**config.mk**
```make
export PLATFORM = sky130hd
export DESIGN_NAME = host_irq_link
export DESIGN_NICKNAME = d
export VERILOG_FILES = /design/src/host_irq_link_pkg.sv /design/src/host_irq_link.sv /design/src/link_pin_sync.sv
export SDC_FILE = /design/constraint.sdc
export NUM_CORES = 1
export LEC_CHECK = 0
export BUFFER_PORTS_ARGS = -buffer_cell sky130_fd_sc_hd__buf_2
export CORE_MARGIN = 4
export CORE_UTILIZATION = 50
export DETAILED_ROUTE_END_ITERATION = 8
export HOLD_SLACK_MARGIN = 0.06
export PLACE_DENSITY = 0.76
export SETUP_SLACK_MARGIN = 0.3
export SLEW_MARGIN = 20
export SYNTH_ARGS = -nofsm -noshare
export SYNTH_HDL_FRONTEND = slang
export SYNTH_HIERARCHICAL = 1
export SYNTH_SLANG_ARGS = --single-unit
```
**constraint.sdc**
```tcl
create_clock -name I_CLK_SYS -period 2.1 [get_ports I_CLK_SYS]
set_input_delay 0.42 -clock I_CLK_SYS [delete_from_list [all_inputs] [get_ports I_CLK_SYS]]
set_output_delay 0.42 -clock I_CLK_SYS [all_outputs]
set_load 0.02 [all_outputs]
```
**src/host_irq_link_pkg.sv**
```systemverilog
// shared constants, states and carrier types of the host interrupt link
package host_irq_link_pkg;

   // system clock and the fastest link rate the slave must follow
   localparam int unsigned CLK_HZ = 100_000_000;
   localparam int unsigned LINK_MAX_HZ = 1_000_000;
   localparam int unsigned LINK_MIN_PERIOD_NS = 1000;
   localparam int unsigned CLK_PERIOD_NS = 1_000_000_000 / CLK_HZ;
   localparam int unsigned LINK_MIN_PERIOD_CYC = LINK_MIN_PERIOD_NS / CLK_PERIOD_NS;

   // host offsets of the hardware functions
   localparam logic [6:0] OFF_DIRECT_LAST = 7'h77;
   localparam logic [6:0] OFF_IRQ_ENABLE = 7'h78;
   localparam logic [6:0] OFF_IRQ_STATE = 7'h79;
   localparam logic [6:0] OFF_IRQ_CLEAR = 7'h7a;
   localparam logic [6:0] OFF_IRQ_SET = 7'h7b;
   localparam logic [6:0] OFF_FIFO = 7'h7f;

   // host interrupt field layout and reset values
   localparam int unsigned IRQ_BIT_UNDERFLOW = 7;
   localparam int unsigned IRQ_BIT_READ_ERROR = 6;
   localparam logic [7:0] IRQ_RESET = 8'h00;
   localparam logic [7:0] IRQ_ALL = 8'hff;
   localparam logic [7:0] READ_NONE = 8'h00;

   // two-wire framing
   localparam logic [3:0] BYTE_BITS = 4'h8;
   localparam logic [4:0] LONG_PREAMBLE = 5'h1e;

   typedef enum {
      ST_IDLE, ST_ADDR, ST_ADDR_ACK, ST_ADDR2, ST_ADDR2_ACK,
      ST_RX, ST_RX_ACK, ST_TX, ST_TX_ACK, ST_WAIT
   } link_state_t;

   typedef struct packed {
      logic write;
      logic clear_all;
      logic [7:0] set;
   } cpu_host_irq_control_t;

   typedef struct packed {
      logic host_irq_reg_write_flag;
      logic direct_write_done_flag;
      logic direct_read_done_flag;
      logic fifo_write_done_flag;
      logic fifo_read_done_flag;
      logic fifo_underflow_flag;
      logic fifo_read_error_flag;
   } cpu_flag_status_t;

   typedef struct packed {
      logic long_address_select;
      logic [9:0] slave_bus_address;
      logic pad4_host_irq;
   } link_cfg_t;

   typedef struct packed {
      logic fifo_update_in_progress;
      logic [9:0] fifo_valid_byte_count;
      logic [7:0] data;
   } fifo_side_t;

   typedef struct packed {
      logic write;
      logic [6:0] addr;
      logic [7:0] wdata;
   } ram_req_t;

endpackage

```
**src/host_irq_link.sv**
```systemverilog
// host interrupt exchange and two-wire slave front end of the serial slave port
// Behaviour
// - eight host interrupts merged into one line
// - host writes enable byte at 0x78
// - ones at 0x7A clear, at 0x7B set
// - 0x79 returns state, CPU reads too
// - CPU sees enables read-only, reads state
// - CPU sets bits singly, clears all
// - underflow sets bit 7, read error 6
// - line high when any enabled bit set
// - pad 4 carries line when selected
// - any host write 0x78-0x7B flags CPU
// - direct space transfers set completion flags
// - FIFO offset transfers set completion flags
// - burst into FIFO sets both flags
// - 128 offsets, top eight are hardware
// - configurable address, 7 or 10 bit
// - slave only, up to 1 MHz
// - START detect; restart acts as STOP+START
// - STOP detect ends transfer
// - data changes only while clock low
// - acknowledge each received byte low
// - release line after master's final NAK
// - unlimited bytes per transfer
// - empty FIFO read raises underflow
// - read during FIFO update raises error
module host_irq_link
   import host_irq_link_pkg::*;
(
   input wire logic I_CLK_SYS,
   input wire logic I_RST_N,
   input wire logic I_SCL,
   input wire logic I_SDA,
   output logic O_SDA,
   output logic O_SDA_OE,
   input wire link_cfg_t I_CFG,
   input wire cpu_host_irq_control_t I_CPU_CTRL,
   input wire cpu_flag_status_t I_CPU_FLAG_CLR,
   input wire fifo_side_t I_FIFO,
   input wire logic [7:0] I_RAM_RDATA,
   output ram_req_t O_RAM,
   output logic O_FIFO_POP,
   output logic O_HOST_IRQ_LINE,
   output logic O_PAD4,
   output logic O_PAD4_OE,
   output logic [7:0] O_IRQ_ENABLE,
   output logic [7:0] O_IRQ_STATE,
   output cpu_flag_status_t O_CPU_FLAGS
);

   function automatic logic [6:0] next_ptr(input logic [6:0] p);
      return (p == OFF_FIFO) ? p : p + 7'h1;
   endfunction

   function automatic logic is_irq_off(input logic [6:0] o);
      return (o >= OFF_IRQ_ENABLE) && (o <= OFF_IRQ_SET);
   endfunction

   logic scl_s, sda_s, scl_d, sda_d;
   logic scl_rise, scl_fall, start_det, stop_det, byte_done, load_tx;
   link_state_t state_reg;
   logic [3:0] bit_cnt_reg;
   logic [7:0] shift_reg;
   logic [6:0] ptr_reg;
   logic rw_reg, first_reg, long_hit_reg, sda_oe_reg, end_reg;
   logic hw_we_reg, hr_reg;
   logic [6:0] hw_off_reg, hr_off_reg;
   logic [7:0] hw_data_reg, rd_byte;
   logic und_reg, host_read_error_bit_reg, pop_reg;
   logic [7:0] irq_en_reg, irq_state_reg, set_v, clr_v;
   logic line_reg, pad4_reg, pad4_oe_reg;
   logic t_dw_reg, t_dr_reg, t_fw_reg, t_fr_reg;
   logic [3:0] done_reg;
   cpu_flag_status_t flags_reg, flag_set;
   ram_req_t ram_reg;

   // bus lines cross into the system clock through three stages
   link_pin_sync #(.W(2)) u_sync (
      .i_clk(I_CLK_SYS),
      .i_rst_n(I_RST_N),
      .i_pins({I_SCL, I_SDA}),
      .o_level({scl_s, sda_s})
   );

   // previous line levels for edge and condition detection
   always_ff @(posedge I_CLK_SYS or negedge I_RST_N) begin
      if (!I_RST_N) begin
         scl_d <= 1'h1;
         sda_d <= 1'h1;
      end else begin
         scl_d <= scl_s;
         sda_d <= sda_s;
      end
   end

   // bus conditions and clock edges
   assign scl_rise = scl_s & ~scl_d;
   assign scl_fall = ~scl_s & scl_d;
   assign start_det = scl_s & scl_d & sda_d & ~sda_s;
   assign stop_det = scl_s & scl_d & ~sda_d & sda_s;
   assign byte_done = (bit_cnt_reg == BYTE_BITS);
   assign load_tx = scl_fall && ((state_reg == ST_ADDR_ACK && rw_reg) || state_reg == ST_TX_ACK);

   // byte returned to the host for the current pointer
   always_comb begin
      rd_byte = I_RAM_RDATA;
      case (ptr_reg)
         OFF_IRQ_ENABLE: rd_byte = irq_en_reg;
         OFF_IRQ_STATE: rd_byte = irq_state_reg;
         OFF_FIFO: rd_byte = I_FIFO.data;
         default: begin
            if (ptr_reg > OFF_DIRECT_LAST) begin
               rd_byte = READ_NONE;
            end
         end
      endcase
   end

   // slave bus sequencer: address match, receive, transmit and acknowledge
   always_ff @(posedge I_CLK_SYS or negedge I_RST_N) begin
      if (!I_RST_N) begin
         state_reg <= ST_IDLE;
         bit_cnt_reg <= '0;
         shift_reg <= '0;
         ptr_reg <= '0;
         rw_reg <= 1'h0;
         first_reg <= 1'h0;
         long_hit_reg <= 1'h0;
         sda_oe_reg <= 1'h0;
         end_reg <= 1'h0;
         hw_we_reg <= 1'h0;
         hw_off_reg <= '0;
         hw_data_reg <= '0;
         hr_reg <= 1'h0;
         hr_off_reg <= '0;
      end else begin
         hw_we_reg <= 1'h0;
         hr_reg <= 1'h0;
         end_reg <= 1'h0;
         if (start_det) begin
            end_reg <= (state_reg != ST_IDLE);
            state_reg <= ST_ADDR;
            bit_cnt_reg <= '0;
            sda_oe_reg <= 1'h0;
         end else if (stop_det) begin
            end_reg <= (state_reg != ST_IDLE);
            state_reg <= ST_IDLE;
            sda_oe_reg <= 1'h0;
         end else if (scl_rise) begin
            case (state_reg)
               ST_ADDR, ST_ADDR2, ST_RX: begin
                  shift_reg <= {shift_reg[6:0], sda_s};
                  bit_cnt_reg <= bit_cnt_reg + 4'h1;
               end
               ST_TX_ACK: begin
                  if (sda_s) begin
                     state_reg <= ST_WAIT;
                  end
               end
               default: ;
            endcase
         end else if (load_tx) begin
            // data changes only right after a falling clock edge
            state_reg <= ST_TX;
            sda_oe_reg <= ~rd_byte[7];
            shift_reg <= {rd_byte[6:0], 1'h0};
            bit_cnt_reg <= 4'h1;
            hr_reg <= 1'h1;
            hr_off_reg <= ptr_reg;
            ptr_reg <= next_ptr(ptr_reg);
         end else if (scl_fall) begin
            case (state_reg)
               ST_ADDR: begin
                  if (byte_done) begin
                     if (I_CFG.long_address_select) begin
                        if (shift_reg[7:3] == LONG_PREAMBLE &&
                            shift_reg[2:1] == I_CFG.slave_bus_address[9:8] &&
                            (!shift_reg[0] || long_hit_reg)) begin
                           state_reg <= ST_ADDR_ACK;
                           sda_oe_reg <= 1'h1;
                           rw_reg <= shift_reg[0];
                        end else begin
                           state_reg <= ST_WAIT;
                           long_hit_reg <= 1'h0;
                        end
                     end else if (shift_reg[7:1] == I_CFG.slave_bus_address[6:0]) begin
                        state_reg <= ST_ADDR_ACK;
                        sda_oe_reg <= 1'h1;
                        rw_reg <= shift_reg[0];
                     end else begin
                        state_reg <= ST_WAIT;
                     end
                  end
               end
               ST_ADDR2: begin
                  if (byte_done) begin
                     if (shift_reg == I_CFG.slave_bus_address[7:0]) begin
                        state_reg <= ST_ADDR2_ACK;
                        sda_oe_reg <= 1'h1;
                        long_hit_reg <= 1'h1;
                     end else begin
                        state_reg <= ST_WAIT;
                        long_hit_reg <= 1'h0;
                     end
                  end
               end
               ST_ADDR_ACK: begin
                  sda_oe_reg <= 1'h0;
                  bit_cnt_reg <= '0;
                  first_reg <= 1'h1;
                  state_reg <= I_CFG.long_address_select ? ST_ADDR2 : ST_RX;
               end
               ST_ADDR2_ACK, ST_RX_ACK: begin
                  sda_oe_reg <= 1'h0;
                  bit_cnt_reg <= '0;
                  state_reg <= ST_RX;
               end
               ST_RX: begin
                  if (byte_done) begin
                     state_reg <= ST_RX_ACK;
                     sda_oe_reg <= 1'h1;
                     first_reg <= 1'h0;
                     if (first_reg) begin
                        ptr_reg <= shift_reg[6:0];
                     end else begin
                        hw_we_reg <= 1'h1;
                        hw_off_reg <= ptr_reg;
                        hw_data_reg <= shift_reg;
                        ptr_reg <= next_ptr(ptr_reg);
                     end
                  end
               end
               ST_TX: begin
                  if (byte_done) begin
                     state_reg <= ST_TX_ACK;
                     sda_oe_reg <= 1'h0;
                  end else begin
                     sda_oe_reg <= ~shift_reg[7];
                     shift_reg <= {shift_reg[6:0], 1'h0};
                     bit_cnt_reg <= bit_cnt_reg + 4'h1;
                  end
               end
               ST_WAIT: sda_oe_reg <= 1'h0;
               default: ;
            endcase
         end
      end
   end

   // fifo read side effects: pop, underflow and read error
   always_ff @(posedge I_CLK_SYS or negedge I_RST_N) begin
      if (!I_RST_N) begin
         und_reg <= 1'h0;
         host_read_error_bit_reg <= 1'h0;
         pop_reg <= 1'h0;
      end else begin
         und_reg <= 1'h0;
         host_read_error_bit_reg <= 1'h0;
         pop_reg <= 1'h0;
         if (hr_reg && hr_off_reg == OFF_FIFO) begin
            if (I_FIFO.fifo_update_in_progress) begin
               host_read_error_bit_reg <= 1'h1;
            end else if (I_FIFO.fifo_valid_byte_count == '0) begin
               und_reg <= 1'h1;
            end else begin
               pop_reg <= 1'h1;
            end
         end
      end
   end

   // set and clear masks; every set source beats every clear
   always_comb begin
      set_v = '0;
      clr_v = '0;
      if (hw_we_reg && hw_off_reg == OFF_IRQ_SET) begin
         set_v = hw_data_reg;
      end
      if (hw_we_reg && hw_off_reg == OFF_IRQ_CLEAR) begin
         clr_v = hw_data_reg;
      end
      if (I_CPU_CTRL.write) begin
         set_v = set_v | I_CPU_CTRL.set;
         if (I_CPU_CTRL.clear_all) begin
            clr_v = IRQ_ALL;
         end
      end
      set_v[IRQ_BIT_UNDERFLOW] = set_v[IRQ_BIT_UNDERFLOW] | und_reg;
      set_v[IRQ_BIT_READ_ERROR] = set_v[IRQ_BIT_READ_ERROR] | host_read_error_bit_reg;
   end

   // host interrupt enables and state; only the host writes enables
   always_ff @(posedge I_CLK_SYS or negedge I_RST_N) begin
      if (!I_RST_N) begin
         irq_en_reg <= IRQ_RESET;
         irq_state_reg <= IRQ_RESET;
      end else begin
         if (hw_we_reg && hw_off_reg == OFF_IRQ_ENABLE) begin
            irq_en_reg <= hw_data_reg;
         end
         irq_state_reg <= (irq_state_reg & ~clr_v) | set_v;
      end
   end

   // merged host interrupt line and its pad
   always_ff @(posedge I_CLK_SYS or negedge I_RST_N) begin
      if (!I_RST_N) begin
         line_reg <= 1'h0;
         pad4_reg <= 1'h0;
         pad4_oe_reg <= 1'h0;
      end else begin
         line_reg <= |(irq_state_reg & irq_en_reg);
         pad4_reg <= I_CFG.pad4_host_irq & (|(irq_state_reg & irq_en_reg));
         pad4_oe_reg <= I_CFG.pad4_host_irq;
      end
   end

   // offsets touched in the current transfer, reported when it ends
   always_ff @(posedge I_CLK_SYS or negedge I_RST_N) begin
      if (!I_RST_N) begin
         t_dw_reg <= 1'h0;
         t_dr_reg <= 1'h0;
         t_fw_reg <= 1'h0;
         t_fr_reg <= 1'h0;
         done_reg <= '0;
      end else begin
         done_reg <= '0;
         if (end_reg) begin
            done_reg <= {t_dw_reg, t_dr_reg, t_fw_reg, t_fr_reg};
            t_dw_reg <= 1'h0;
            t_dr_reg <= 1'h0;
            t_fw_reg <= 1'h0;
            t_fr_reg <= 1'h0;
         end else begin
            // a burst may touch both spaces and then reports both
            if (hw_we_reg && hw_off_reg <= OFF_DIRECT_LAST) t_dw_reg <= 1'h1;
            if (hw_we_reg && hw_off_reg == OFF_FIFO) t_fw_reg <= 1'h1;
            if (hr_reg && hr_off_reg <= OFF_DIRECT_LAST) t_dr_reg <= 1'h1;
            if (hr_reg && hr_off_reg == OFF_FIFO) t_fr_reg <= 1'h1;
         end
      end
   end

   // flag sources for the CPU
   always_comb begin
      flag_set = '0;
      flag_set.host_irq_reg_write_flag = hw_we_reg && is_irq_off(hw_off_reg);
      flag_set.direct_write_done_flag = done_reg[3];
      flag_set.direct_read_done_flag = done_reg[2];
      flag_set.fifo_write_done_flag = done_reg[1];
      flag_set.fifo_read_done_flag = done_reg[0];
      flag_set.fifo_underflow_flag = und_reg;
      flag_set.fifo_read_error_flag = host_read_error_bit_reg;
   end

   // sticky CPU flags, write one to clear, a new event wins
   always_ff @(posedge I_CLK_SYS or negedge I_RST_N) begin
      if (!I_RST_N) begin
         flags_reg <= '0;
      end else begin
         flags_reg <= (flags_reg & ~I_CPU_FLAG_CLR) | flag_set;
      end
   end

   // direct area port: write strobe or pointer for read data
   always_ff @(posedge I_CLK_SYS or negedge I_RST_N) begin
      if (!I_RST_N) begin
         ram_reg <= '0;
      end else begin
         ram_reg.write <= hw_we_reg && (hw_off_reg <= OFF_DIRECT_LAST);
         ram_reg.addr <= hw_we_reg ? hw_off_reg : ptr_reg;
         ram_reg.wdata <= hw_data_reg;
      end
   end

   assign O_SDA = 1'h0; // open drain: only the enable moves
   assign O_SDA_OE = sda_oe_reg;
   assign O_RAM = ram_reg;
   assign O_FIFO_POP = pop_reg;
   assign O_HOST_IRQ_LINE = line_reg;
   assign O_PAD4 = pad4_reg;
   assign O_PAD4_OE = pad4_oe_reg;
   assign O_IRQ_ENABLE = irq_en_reg;
   assign O_IRQ_STATE = irq_state_reg;
   assign O_CPU_FLAGS = flags_reg;
endmodule

```
**src/link_pin_sync.sv**
```systemverilog
// three-stage pin synchroniser that accepts a level once two stages agree
module link_pin_sync #(
   parameter int unsigned W = 2
) (
   input wire logic i_clk,
   input wire logic i_rst_n,
   input wire logic [W-1:0] i_pins,
   output logic [W-1:0] o_level
);

   logic [W-1:0] ff1_reg;
   logic [W-1:0] ff2_reg;
   logic [W-1:0] ff3_reg;
   logic [W-1:0] level_reg;

   // idle bus lines are high, so every stage resets high
   always_ff @(posedge i_clk or negedge i_rst_n) begin
      if (!i_rst_n) begin
         ff1_reg <= '1;
         ff2_reg <= '1;
         ff3_reg <= '1;
         level_reg <= '1;
      end else begin
         ff1_reg <= i_pins;
         ff2_reg <= ff1_reg;
         ff3_reg <= ff2_reg;
         for (int i = 0; i < W; i++) begin
            if (ff2_reg[i] == ff3_reg[i]) begin
               level_reg[i] <= ff3_reg[i];
            end
         end
      end
   end

   assign o_level = level_reg;

endmodule

```
* Yosys cells after proc, flatten, opt, wreduce, memory -nomap -nowiden
Cells that the tools add are included.
** Word-level totals
- Flip-flop bits (word level) :: 143
- Bits of input ports :: 60
- Output and inout bits :: 45
- Logic and storage cells :: 282
** Cells by class
- Add/subtract/negate cells :: 2
- Order comparisons :: 5
- Eq/ne operators :: 50
- Mux-type cells :: 101
- Bitwise gates (word level) :: 29
- Reductions and logical operators :: 51
** Operators with widths (number)
- $mux 32 :: 12
- $pmux 32 s6 :: 1
- $eq 32x3->1 const B :: 5
- $mux 8 :: 12
- $eq 32x2->1 const B :: 2
- $eq 32x4->1 const B :: 2
- $eq 7x7->1 const B :: 8
- $mux 1 :: 52
- $mux 7 :: 7
- $mux 4 :: 11
- $ne 6x6->1 const B :: 6
- $eq 32x1->1 const B :: 1
- $eq 32x5->1 const B :: 1
- $reduce_bool 32->1 :: 1
- $ne 5x5->1 const B :: 5
- $pmux 8 s3 :: 1
- $le 7x7->1 const B :: 3
- $reduce_bool 2->1 :: 10
- $reduce_and 9->1 :: 2
- $and 8x8->8 :: 2
- $or 8x8->8 :: 2
- $reduce_and 8->1 :: 2
- $logic_and 1x1->1 :: 13
- $ne 2x2->1 const B :: 6
- other kinds (42) :: 71

* Logic depth before layout (Yosys ltp)
- Depth after elaboration :: 12
- Gate-level depth with buffers :: 10
- Gate-level depth less buffers :: 8

* Cells and area by module
Netlist, hierarchy kept.
** By module, submodules not included
- host_irq_link :: instances 1, cells an instance 537, area an instance 5322.6 um^2, seq. area each 2680.1 um^2
- link_pin_sync :: instances 1, cells an instance 10, area an instance 232.7 um^2, seq. area each 210.2 um^2

* Worst setup path before layout
Ideal clock, no wire load.
- Path type :: reg2reg
- Start :: reg scl_d
- End :: reg long_hit_reg
- Setup time :: 128 ps
- Arrival :: 1929 ps
- Data required time :: 1972 ps
- Slack :: 44 ps
- Cell stages (with the launch flop) :: 10
- Path buffers :: 1
- Clock period less this slack :: 2056 ps
- Path through :: dfstp_2 inv_1 ha_1 clkbuf_1 inv_1 nand2_1 nor3b_2 and3_1 o211ai_1 mux2_1
** Between the ends
- Cells in the longest elaborated chain, start to end :: 5
- Elaborated cells between the ends (all ways) :: 14
- Classes of those cells :: 12 x bitwise; 2 x reduce/logical
** Ends and longest elaborated chain
- start: declaration :: line host_irq_link.sv:59 : logic scl_s, sda_s, scl_d, sda_d;
- start signal: assignment :: line host_irq_link.sv:91 : scl_d <= scl_s;
- $and 1x1->1 :: line host_irq_link.sv:99, host_irq_link.sv:100
- $and 1x1->1, on equally long branches (2 in series) :: line host_irq_link.sv:100, host_irq_link.sv:99
- $not 1->1 (no line)
- $reduce_and 10->1 (no line) *
- end signal: assignment :: line host_irq_link.sv:128 : long_hit_reg <= 1'h0;
- end signal: assignment :: line host_irq_link.sv:184 : long_hit_reg <= 1'h0;
- end signal: assignment :: line host_irq_link.sv:200 : long_hit_reg <= 1'h1;
- end: declaration :: line host_irq_link.sv:65 : logic rw_reg, first_reg, long_hit_reg, sda_oe_reg, end_reg;
Every way passes the cells marked *; elsewhere a longest branch is shown, timed or not.
A chain may end at the register's enable or synchronous reset.

* Final worst setup path
- Start :: reg bit_cnt_reg[1]
- End :: reg hw_data_reg[1]
** Between the ends
- Cells in the longest elaborated chain, start to end :: 2
** Ends and longest elaborated chain
- start: declaration :: line host_irq_link.sv:62 : logic [3:0] bit_cnt_reg;
- start signal: assignment :: line host_irq_link.sv:153 : bit_cnt_reg <= bit_cnt_reg + 4'h1;
- start signal: assignment :: line host_irq_link.sv:240 : bit_cnt_reg <= bit_cnt_reg + 4'h1;
- $eq 4x4->1 :: line host_irq_link.sv:101 : assign byte_done = (bit_cnt_reg == BYTE_BITS);
- $reduce_and 8->1 (no line)
- end signal: assignment :: line host_irq_link.sv:228 : hw_data_reg <= shift_reg;
- end: declaration :: line host_irq_link.sv:68 : logic [7:0] hw_data_reg, rd_byte;
Every way passes these cells.

==> impl_metrics.csv <==
group,metric,value,unit
worst_setup_path,worst_path_max_delay_cell,"dfrtp_1",
final_layout,syn2layout_area_growth,43.6,%
clocking,clkLatencyLatePin,0.53,ns
floorplanning,start_util,0.512,
status,status,"finished with violations",
global_route,grt.total_usage,0.250,
global_route,gr-total-overflow,0,
placed_design,place_ws,0.00709,ns
sta,fin_skew,0.0110,ns
worst_setup_path,arrival,2.51,ns
worst_setup_path,cp-start-kind,"register",
placed_design,io_buffers,103,
yosys,ys.flop_type,"dfrtp_1",
sta,hold_viol,0,
final_layout,fin_area,0.00798,mm2
global_route,antenna_found_initial,0,
final_layout,drive_above_1_share,0.481,
worst_setup_path,cpLargestDelayFamily,"simple AND/OR/NAND/NOR gates",
routing,first_pass_iters,7,
yosys,syn-num-nets,616,
yosys,ys_ff_latch,115,
worst_setup_path,crit_chain,"inv_2, ha_4, nand3b_1, buf_6, nor4b_4, buf_4, nand4b_4, clkbuf_16, nand2_1, nand2_1",
floorplanning,die_area,0.0129,mm2
placed_design,place_congestion,0.918,
yosys,yosysSeqAreaShare,0.520,
power_and_ir_drop,comb_power_share,0.318,
power_and_ir_drop,p_switching,2.90,mW
clocking,cts_sinks,115,
sta,finalCritPeriodShare,1.00,
clocking,path_clk_slew,0.06,ns
worst_setup_path,cp_max_fo,9,
final_layout,antennaDiodeCount,0,
status,failed_checks,"negative setup slack",
yosys,yosysWarnings,6,
yosys,synth_top_area_frac,0.473,
routing,dr.first_iter.drc_count,641,
clocking,cts_inserted_buffers,17,
placed_design,hpwl,10.9,mm
power_and_ir_drop,seqPwrFrac,0.347,
clocking,cts_tree,"done",
power_and_ir_drop,powerDensity,1050,mW/mm2
final_layout,largest_reg_flops,16,
yosys,synth_top_cell_by_area,"dfrtp_1",
placed_design,dp.cells,796,
yosys,synth-edff-count,0,
global_route,grt_pass1_vias,5003,
sta,slew_headroom,0.636,
final_layout,stdcell_count,884,
power_and_ir_drop,ir_drop,0.000771,V
yosys,syn_inst,547,
routing,antenna_left,0,
power_and_ir_drop,clkPwrFrac,0.336,
worst_setup_path,worst_path_largest_cell_delay,0.39,ns
worst_setup_path,end_kind,"register",
global_route,grt_pass1_wl,25.3,mm
sta,fin_ws,-0.00230,ns
placed_design,placedInstanceArea,0.00643,mm2
clocking,clk_path_buf_depth,2,
clocking,root_buffer,"clkbuf_8",
worst_setup_path,required,2.51,ns
floorplanning,die_h,113,um
routing,vias_per_cell,6.12,
sta,finalSetupViolations,1,
worst_setup_path,path_common_cell,"nand2_1",
routing,vias,5410,
floorplanning,die_x,113,um
worst_hold_path,hp-class,"in2reg",
final_layout,final_nets,800,
power_and_ir_drop,finalPower,8.35,mW
yosys,ys_top_cells_by_area,"dfrtp_1, nand2_1, dfstp_2, mux2_2, a21oi_1",
floorplanning,ioPinCount,105,
routing,routed_wl,18.1,mm
power_and_ir_drop,leakage,3.85,nW
floorplanning,num_rows,38,
job,drv_cap,0,
routing,wl_per_cell,20.5,um
yosys,yosys.cell_types.count,71,
worst_setup_path,cp.buffers_inverters,4,
routing,drc,0,
power_and_ir_drop,swShare,0.348,
worst_setup_path,critical_path_class,"reg2reg",
sta,worstMarginPinSlew,0.543,ns
global_route,grt_start_max_net_pins,37,
sta,grt_setup_unrepaired,"true",
power_and_ir_drop,intPower,5.45,mW
yosys,synth_area_per_cell,10.2,um2
yosys,async_flop_share,1.00,
clocking,htree_levels,4,
floorplanning,core,0.0108,mm2
sta,finalCriticalPeriod,2.10,ns
yosys,netlist_area,0.00556,mm2
sta,final_max_slew_viol_count,0,
sta,max_freq,476,MHz
## through the flow
stage,setup TNS [ns],hold WS (ns),utilization
4_1_cts,0,0.0689,0.684
2_1_floorplan,0,0.124,-
3_5_place_dp,0,0.349,0.593
6_report,-0.00230,0.0836,0.736
3_3_place_gp,0,0.347,0.593
5_1_grt,-0.779,0.0800,0.736
## per-layer routing
layer | part of all wire | vias up | GRT usage | routed length, um
li1 | - | 2327 | - | -
met2 | 0.51 | 369 | 0.434 | 9180
met1 | 0.35 | 2619 | 0.306 | 6370
met5 | 0 | - | 0 | 0
met4 | 0.042 | 0 | 0.0929 | 764
met3 | 0.099 | 95 | 0.0568 | 1790
## power by group through the flow
stage / clock (mW) / combinational (mW) / sequential, mW
detailed placement: 0 / 1.81 / 2.90
global placement: 0 / 1.76 / 2.88
finish: 2.80 / 2.65 / 2.89
floorplan: 0 / 1.30 / 2.76
global route: 2.92 / 2.85 / 2.91
CTS: 2.81 / 2.14 / 2.85
## repair_timing
item / in CTS / in global routing
endpoints found under the setup margin: 51 / 56
gates cloned: 1 / 5
endpoints found under the hold margin: 37 / 0
setup buffers: 26 / 19
gates resized for setup: 46 / 92
pin swaps: 24 / 45
hold buffers: 5 / 0
## area by class of cell
type                       instances  area, um2
clock inverter                    12        130
fill                             665       2860
multi-input combinational        382       2920
clock buffer                      20        445
sequential                       115       2900
timing repair buffer             194       1320
tap                              140        175
inverter                          21       81.3
## cell usage after synthesis (all sizes together), types with 3 or more instances
cell and count:
o211ai 5, a221oi 5, a21o 8, inv 21, a21oi 32, nand4 14, nor2b 3, dfstp 10
dfrtp 105, clkbuf 12, a222oi 7, o211a 3, a221o 8, o31ai 8, nor3b 6, nor4 3
xnor2 15, o21ai 28, nor2 38, or2 3, nand3 9, nor3 4, ha 9, and2 8
o22ai 5, nand2 95, a31oi 4, xor2 3, a22oi 4, mux2 18, buf 17
## cell usage in the layout (no fill, tap or decap), types with 6 or more instances in the layout
| master | synthesis | layout |
|---|---|---|
| a21o_1 | 8 | 8 |
| nor2_1 | 36 | 33 |
| nand3_1 | 9 | 8 |
| dfstp_2 | 10 | 10 |
| a21oi_2 | 1 | 20 |
| o21ai_2 | 0 | 7 |
| a221o_1 | 8 | 8 |
| buf_4 | 3 | 72 |
| nand2_1 | 95 | 85 |
| dfrtp_2 | 0 | 10 |
| and2_1 | 8 | 7 |
| inv_2 | 0 | 6 |
| buf_2 | 13 | 103 |
| nand4_1 | 14 | 14 |
| o21ai_0 | 25 | 15 |
| inv_1 | 21 | 14 |
| xnor2_1 | 15 | 15 |
| mux2_2 | 16 | 16 |
| dfrtp_1 | 105 | 95 |
| clkbuf_16 | 0 | 18 |
| a21oi_1 | 31 | 11 |
| a222oi_1 | 7 | 7 |
| nand2_4 | 0 | 6 |
| buf_6 | 1 | 8 |
## path summary, 6_finish.rpt
| path | startpoint | to | slack [ns] | cells past startpoint |
|---|---|---|---|---|
| max | bit_cnt_reg[1] | hw_data_reg[1] | -0.002 | 10 |
| min | I_FIFO[18] | und_reg | 0.08 | 2 |
| max reg2reg | bit_cnt_reg[1] | hw_data_reg[1] | -0.002 | 10 |
| min reg2reg | u_sync/ff1_reg[1] | u_sync/ff2_reg[1] | 0.36 | 0 |
| max in group asynchronous | I_RST_N | u_sync/ff3_reg[0] | 1.06 | 3 |
| min in group asynchronous | I_RST_N | O_CPU_FLAGS[2] | 0.40 | 2 |
## cells by family after synthesis
kind of cell | Yosys count | share of synthesized area
flops | 115 | 0.520
simple gates | 200 | 0.181
compound gates | 133 | 0.165
buf+inv | 50 | 0.0403
fa+ha+maj | 11 | 0.0243
xor+xnor | 18 | 0.0297
other cells | 1 | 0.000675
mux | 19 | 0.0383
Power figures use the tool's default switching activity.
